`config.mk`:
```
export PLATFORM = sky130hd
export DESIGN_NAME = irc_carrier_generator
export DESIGN_NICKNAME = d
export VERILOG_FILES = /design/src/core/irc_carrier_generator.v /design/src/core/irc_phase_out.v /design/src/core/irc_reload_buffer.v
export VERILOG_INCLUDE_DIRS = /design/src /design/src/core
export SDC_FILE = /design/constraint.sdc
export NUM_CORES = 1
export LEC_CHECK = 0
export ABC_AREA = 0
export BUFFER_PORTS_ARGS = -buffer_cell sky130_fd_sc_hd__buf_2
export CORE_MARGIN = 2
export CORE_UTILIZATION = 50
export CTS_CLUSTER_DIAMETER = 200
export DETAILED_ROUTE_END_ITERATION = 8
export GPL_TIMING_DRIVEN = 0
export MAX_ROUTING_LAYER = met4
export PLACE_DENSITY = 0.71
export SLEW_MARGIN = 40
export SYNTH_ARGS = -nofsm -noshare
export SYNTH_HDL_FRONTEND = slang
export SYNTH_HIERARCHICAL = 1
export SYNTH_SLANG_ARGS = --single-unit
```
`constraint.sdc`:
```
create_clock -name clk_in -period 5.8 [get_ports clk_in]
set_clock_uncertainty 0.1 [all_clocks]
set_input_delay 0.87 -clock clk_in [delete_from_list [all_inputs] [get_ports clk_in]]
set_output_delay 0.87 -clock clk_in [all_outputs]
set_load 0.005 [all_outputs]
```
`src/core/irc_carrier_regs.vh`:
```
// register offsets, field positions and reset values of the carrier generator
`ifndef IRC_CARRIER_REGS_VH
`define IRC_CARRIER_REGS_VH

`define IRC_ADDR_W 8
`define IRC_DATA_W 8
`define IRC_OFF_RELOAD 8'hcd
`define IRC_OFF_MODE 8'hda
`define IRC_OFF_COUNTER 8'hdb
`define IRC_OFF_DUTY 8'he8
`define IRC_MODE_ENABLE_BIT 0
`define IRC_RST_RELOAD 8'h00
`define IRC_RST_MODE 8'h00
`define IRC_RST_COUNTER 8'h00
`define IRC_RST_DUTY 8'h00
`define IRC_CNT_MAX 8'hff
`define IRC_RESET_SYNC_CYCLES 1

`endif

```
`src/core/irc_carrier_generator.v`:
```
// infrared carrier generator: 8-bit auto-reload counter with duty compare
`timescale 1ns/1ps
`default_nettype none
`include "irc_carrier_regs.vh"

module irc_carrier_generator #(
  parameter CNT_W = 8
) (
  input wire clk_in,
  input wire sys_rst_in,
  input wire power_down_in,
  input wire [7:0] reg_addr_in,
  input wire [7:0] reg_wdata_in,
  input wire reg_wr_in,
  input wire reg_rd_in,
  output wire [7:0] reg_rdata_out,
  output wire ir_carrier_out
);

  ////////////////////////////////////////////////////////////////////////
  // register decode

  wire wr_reload;
  wire wr_mode;
  wire wr_counter;
  wire wr_duty;

  assign wr_reload = reg_wr_in && (reg_addr_in == `IRC_OFF_RELOAD);
  assign wr_mode = reg_wr_in && (reg_addr_in == `IRC_OFF_MODE);
  assign wr_counter = reg_wr_in && (reg_addr_in == `IRC_OFF_COUNTER);
  assign wr_duty = reg_wr_in && (reg_addr_in == `IRC_OFF_DUTY);

  reg ir_output_enable_q;
  reg [CNT_W-1:0] carrier_counter_q;
  reg [CNT_W-1:0] carrier_counter_d;
  reg [CNT_W-1:0] carrier_duty_compare_q;
  reg [7:0] rdata_q;

  wire [CNT_W-1:0] reload_active;
  wire wrap;
  wire match;
  wire start;

  ////////////////////////////////////////////////////////////////////////
  // control registers

  always @(posedge clk_in) begin
    if (sys_rst_in) begin
      ir_output_enable_q <= 1'b0;
      carrier_duty_compare_q <= `IRC_RST_DUTY;
    end else begin
      if (wr_mode) begin
        ir_output_enable_q <= reg_wdata_in[`IRC_MODE_ENABLE_BIT];
      end
      if (wr_duty) begin
        carrier_duty_compare_q <= reg_wdata_in[CNT_W-1:0];
      end
    end
  end

  // rising edge of enable restarts the carrier high
  assign start = wr_mode && reg_wdata_in[`IRC_MODE_ENABLE_BIT] && !ir_output_enable_q;

  // next enable value, so a clearing write drops the pin at the same edge as a setting one raises it
  wire ir_output_enable_d;
  assign ir_output_enable_d = wr_mode ? reg_wdata_in[`IRC_MODE_ENABLE_BIT] : ir_output_enable_q;

  ////////////////////////////////////////////////////////////////////////
  // counter: runs only while enabled, so the software-loaded start value holds

  assign wrap = ir_output_enable_q && (carrier_counter_q == `IRC_CNT_MAX);
  assign match = ir_output_enable_q && !wrap && (carrier_counter_q + 8'h01 == carrier_duty_compare_q);

  always @* begin
    carrier_counter_d = carrier_counter_q;
    if (wr_counter) begin
      carrier_counter_d = reg_wdata_in[CNT_W-1:0];
    end else if (wrap) begin
      carrier_counter_d = reload_active;
    end else if (ir_output_enable_q) begin
      carrier_counter_d = carrier_counter_q + 8'h01;
    end
  end

  always @(posedge clk_in) begin
    if (sys_rst_in) begin
      carrier_counter_q <= `IRC_RST_COUNTER;
    end else begin
      carrier_counter_q <= carrier_counter_d;
    end
  end

  irc_reload_buffer #(
    .WIDTH(CNT_W)
  ) u_reload (
    .clk_in(clk_in),
    .sys_rst_in(sys_rst_in),
    .wr_en_in(wr_reload),
    .wr_data_in(reg_wdata_in[CNT_W-1:0]),
    .transfer_in(wrap),
    .active_out(reload_active)
  );

  // high from reload to duty, low from duty to 256
  irc_phase_out u_phase (
    .clk_in(clk_in),
    .sys_rst_in(sys_rst_in),
    .enable_in(ir_output_enable_d),
    .power_down_in(power_down_in),
    .start_in(start),
    .match_in(match),
    .wrap_in(wrap),
    .ir_out(ir_carrier_out)
  );

  ////////////////////////////////////////////////////////////////////////
  // read port; reload and duty are write-only and read zero, no flags

  always @(posedge clk_in) begin
    if (sys_rst_in) begin
      rdata_q <= 8'h00;
    end else if (reg_rd_in) begin
      case (reg_addr_in)
        `IRC_OFF_MODE: rdata_q <= {7'h00, ir_output_enable_q};
        `IRC_OFF_COUNTER: rdata_q <= carrier_counter_q;
        default: rdata_q <= 8'h00;
      endcase
    end else begin
      rdata_q <= 8'h00;
    end
  end

  assign reg_rdata_out = rdata_q;

endmodule // irc_carrier_generator
`default_nettype wire

```
`src/core/irc_phase_out.v`:
```
// carrier output phase flop with forced-low gating
`timescale 1ns/1ps
`default_nettype none

module irc_phase_out (
  input wire clk_in,
  input wire sys_rst_in,
  input wire enable_in,
  input wire power_down_in,
  input wire start_in,
  input wire match_in,
  input wire wrap_in,
  output wire ir_out
);

  reg phase_q;
  reg phase_d;
  reg pin_q;

  always @* begin
    phase_d = phase_q;
    if (start_in || wrap_in) begin
      phase_d = 1'b1;
    end else if (match_in) begin
      phase_d = 1'b0;
    end
  end

  always @(posedge clk_in) begin
    if (sys_rst_in) begin
      phase_q <= 1'b0;
      pin_q <= 1'b0;
    end else begin
      phase_q <= phase_d;
      pin_q <= enable_in && !power_down_in && phase_d;
    end
  end

  assign ir_out = pin_q;

endmodule // irc_phase_out
`default_nettype wire

```
`src/core/irc_reload_buffer.v`:
```
// double-buffered reload value: holding stage and active stage
`timescale 1ns/1ps
`default_nettype none
`include "irc_carrier_regs.vh"

module irc_reload_buffer #(
  parameter WIDTH = 8
) (
  input wire clk_in,
  input wire sys_rst_in,
  input wire wr_en_in,
  input wire [WIDTH-1:0] wr_data_in,
  input wire transfer_in,
  output wire [WIDTH-1:0] active_out
);

  reg [WIDTH-1:0] hold_q;
  reg [WIDTH-1:0] active_q;

  always @(posedge clk_in) begin
    if (sys_rst_in) begin
      hold_q <= `IRC_RST_RELOAD;
      active_q <= `IRC_RST_RELOAD;
    end else begin
      if (wr_en_in) begin
        hold_q <= wr_data_in;
      end
      // a write in the overflow cycle itself is passed straight through
      if (transfer_in) begin
        active_q <= wr_en_in ? wr_data_in : hold_q;
      end
    end
  end

  assign active_out = active_q;

endmodule // irc_reload_buffer
`default_nettype wire

```
==> results.sh <==
export IMPL_min_from="u_reload/active_out[2]$_SDFFE_PP0P_"
export IMPL_final_common_cell="dfxtp_1"
export IMPL_p_leak_uw=0.00101
export IMPL_grt_setup_unrepaired="false"
export IMPL_r2r_end="u_reload/active_out[7]$_SDFFE_PP0P_"
export IMPL_vias=1714
export IMPL_seq_area_frac_synth_pct=41.3
export IMPL_period_needed_ns=2.33
export IMPL_worst_slew_pin_slew_ns=0.467
export IMPL_regArea_um2=861
export IMPL_min_path_type="reg2reg"
export IMPL_synthesis_area_mm2=0.00208
export IMPL_io_buffers=29
export IMPL_root_buffer="clkbuf_8"
export IMPL_die_area_mm2=0.00470
export IMPL_cp_start_kind="flip-flop"
export IMPL_holdPathStages=2
export IMPL_n_antenna_cell=0
export IMPL_gp_congestion=0.853
export IMPL_first_iter_violations=88
export IMPL_fillCellCount=375
export IMPL_ant_nets=0
export IMPL_crit_end="u_reload/active_out[7]$_SDFFE_PP0P_"
export IMPL_nets=279
export IMPL_status="finished, final reports clean"
export IMPL_slew_violations=0
export IMPL_synth_avg_cell_area_um2=9.42
export IMPL_worstPathArrival_ns=2.45
export IMPL_async_reset_ff_share_pct=0
export IMPL_hold_viol=0
export IMPL_ys_warnings_count=6
export IMPL_initial_core_util_pct=52.0
export IMPL_die_h_um=68.5
export IMPL_cts_max_level=2
export IMPL_drc=0
export IMPL_synthCells=221
export IMPL_antenna_found_initial=0
export IMPL_grt_pass1_vias=1606
export IMPL_fp_dieW_um=68.5
export IMPL_multi_input_comb_area_mm2=0.00111
export IMPL_whs_ns=0.391
export IMPL_cts_made_buffers=5
export IMPL_clock_sinks=43
export IMPL_drt_first_pass_iters=4
export IMPL_reg2reg_depth=8
export IMPL_track_usage_pct=22.3
export IMPL_required_ns=5.92
export IMPL_cp_startpoint="carrier_counter_q[0]$_SDFFE_PP0P_"
export IMPL_drive_above_1_share_pct=22.5
export IMPL_max_freq_mhz=429
export IMPL_max_slew_margin_pct=68.8
export IMPL_powerDensity_mw_per_mm2=232
export IMPL_drv_cap=0
export IMPL_synth_edf_count=0
export IMPL_row_count=23
export IMPL_final_cell_mix="43 x dfxtp_1, 36 x buf_2, 32 x nor2_1, 18 x mux2i_1, 10 x and2_1"
export IMPL_fin_crit_sh_pct=40.2
export IMPL_path_clk_slew_ns=0.08
export IMPL_ys_seq_elements=43
export IMPL_cts_hold_buf=0
export IMPL_cp_max_fo=10
export IMPL_postCtsSetupRepairBufs=0
export IMPL_overflow=0
export IMPL_insertion_delay_ns=0.30
export IMPL_setup_viol=0
export IMPL_synth_ff_type="dfxtp_1"
export IMPL_finalSetupTns_ns=0
export IMPL_wl_per_cell_um=14.9
export IMPL_cts_path_max_buffers=2
export IMPL_grt_pass1_wl_mm=7.47
export IMPL_vias_per_cell=5.56
export IMPL_syn_nets=243
export IMPL_drt_wl_total_mm=4.58
export IMPL_cp_end_kind="flip-flop"
export IMPL_peakVddDrop_mv=0.192
export IMPL_core_area_mm2=0.00400
export IMPL_post_cts_resized=0
export IMPL_path_class="reg2reg"
export IMPL_grt_start_max_net_pins=14
export IMPL_syn_to_final_growth_pct=15.6
export IMPL_synth_cell_types=50
export IMPL_post_dp_hpwl_mm=3.36
export IMPL_io_pins=30
export IMPL_r2r_start="carrier_counter_q[0]$_SDFFE_PP0P_"
export IMPL_tritoncts="built"
export IMPL_r2r_slack_ns=3.47
-- synth_stat cells (3+ instances only) --
master / instances / area share, %
a21oi_1: 7 / 1.7
nand2_1: 7 / 1.3
and2_1: 10 / 3.0
nand3_1: 6 / 1.4
a311oi_1: 4 / 1.7
xor2_1: 6 / 2.5
nand2b_1: 3 / 0.90
xnor2_1: 6 / 2.5
nor2_1: 32 / 5.8
and4b_1: 4 / 1.9
clkbuf_1: 3 / 0.54
mux2i_1: 18 / 8.7
inv_1: 4 / 0.72
a31oi_1: 4 / 1.2
a211oi_1: 9 / 3.2
dfxtp_1: 43 / 41
a211o_1: 3 / 1.3
nor3_1: 3 / 0.72
buf_2: 7 / 1.7
-- flip-flops by register name, indices dropped and copies added, names as in the netlist --
name                    count
ir_output_enable_q          1
carrier_counter_q           8
u_phase/phase_q             1
carrier_duty_compare_q      8
u_reload/hold_q             8
u_reload/active_out         8
reg_rdata_out               8
u_phase/ir_out              1
-- critical path, cell delays in order, from the launching register on --
cell	delay (ns)
dfxtp_1	0.48
ha_1	0.38
nand4_2	0.25
nor2_1	0.21
and2_1	0.21
clkbuf_2	0.23
buf_8	0.15
nor2_1	0.04
a211oi_1	0.20
-- cell type report --
class                   count  area share (%)
repair buffers             29            6.03
multi-input cells         158            45.9
flip-flops and latches     43            35.8
well taps                  50            2.60
inverters                   4           0.624
clock inverters             2            1.46
clock buffers               6            3.43
plain buffers              16            4.16
-- logic make-up (layout without fill, tap and decap cells) --
| group | after synthesis | in the layout | synth area share, % |
|---|---|---|---|
| AO/OA/AOI/OAI | 40 | 40 | 14.2 |
| buffers and inverters | 20 | 57 | 5.53 |
| XOR/XNOR | 12 | 12 | 5.05 |
| multiplexers | 19 | 19 | 9.19 |
| AND/OR/NAND/NOR | 86 | 86 | 24.1 |
| flip-flops | 43 | 43 | 41.3 |
| adder cells (fa/ha/maj) | 1 | 1 | 0.601 |
-- worst min-delay path by stage --
stage / to / slack (ns)
after detailed placement: u_reload/hold_q[2]$_SDFF_PP0_ / 0.38
after CTS: u_reload/active_out[2]$_SDFFE_PP0P_ / 0.39
after floorplan: u_reload/hold_q[0]$_SDFF_PP0_ / 0.36
final: u_reload/active_out[2]$_SDFFE_PP0P_ / 0.39
after global routing: u_reload/active_out[2]$_SDFFE_PP0P_ / 0.42
after global placement: u_reload/hold_q[5]$_SDFF_PP0_ / 0.37
-- through the flow --
stage | instances | setup slack, ns | utilization, % | cell area (um^2) | power, uW
finish | 308 | 3.47 | 60.2 | 2410 | 558
floorplan | 221 | 3.78 | - | 2080 | 310
global route | 308 | 3.29 | 60.2 | 2410 | 574
CTS | 308 | 3.50 | 60.2 | 2410 | 562
detailed placement | 300 | 3.52 | 57.2 | 2290 | 323
global placement | 300 | 3.54 | 57.2 | 2290 | 323
-- where the power goes --
group          internal, uW  total (uW)  switching (uW)
combinational          8.50        21.0            12.5
sequential              295         295           0.169
clock                   139         242             102
total                   443         558             115
-- metal layers --
metal,global-route usage [%],vias to the layer above,wire length (um)
li1,-,867,-
met1,29.2,804,2200
met2,34.0,37,2120
met3,5.03,6,205
met4,7.25,0,55
met5,-,-,0
Power figures use the tool's default switching activity.
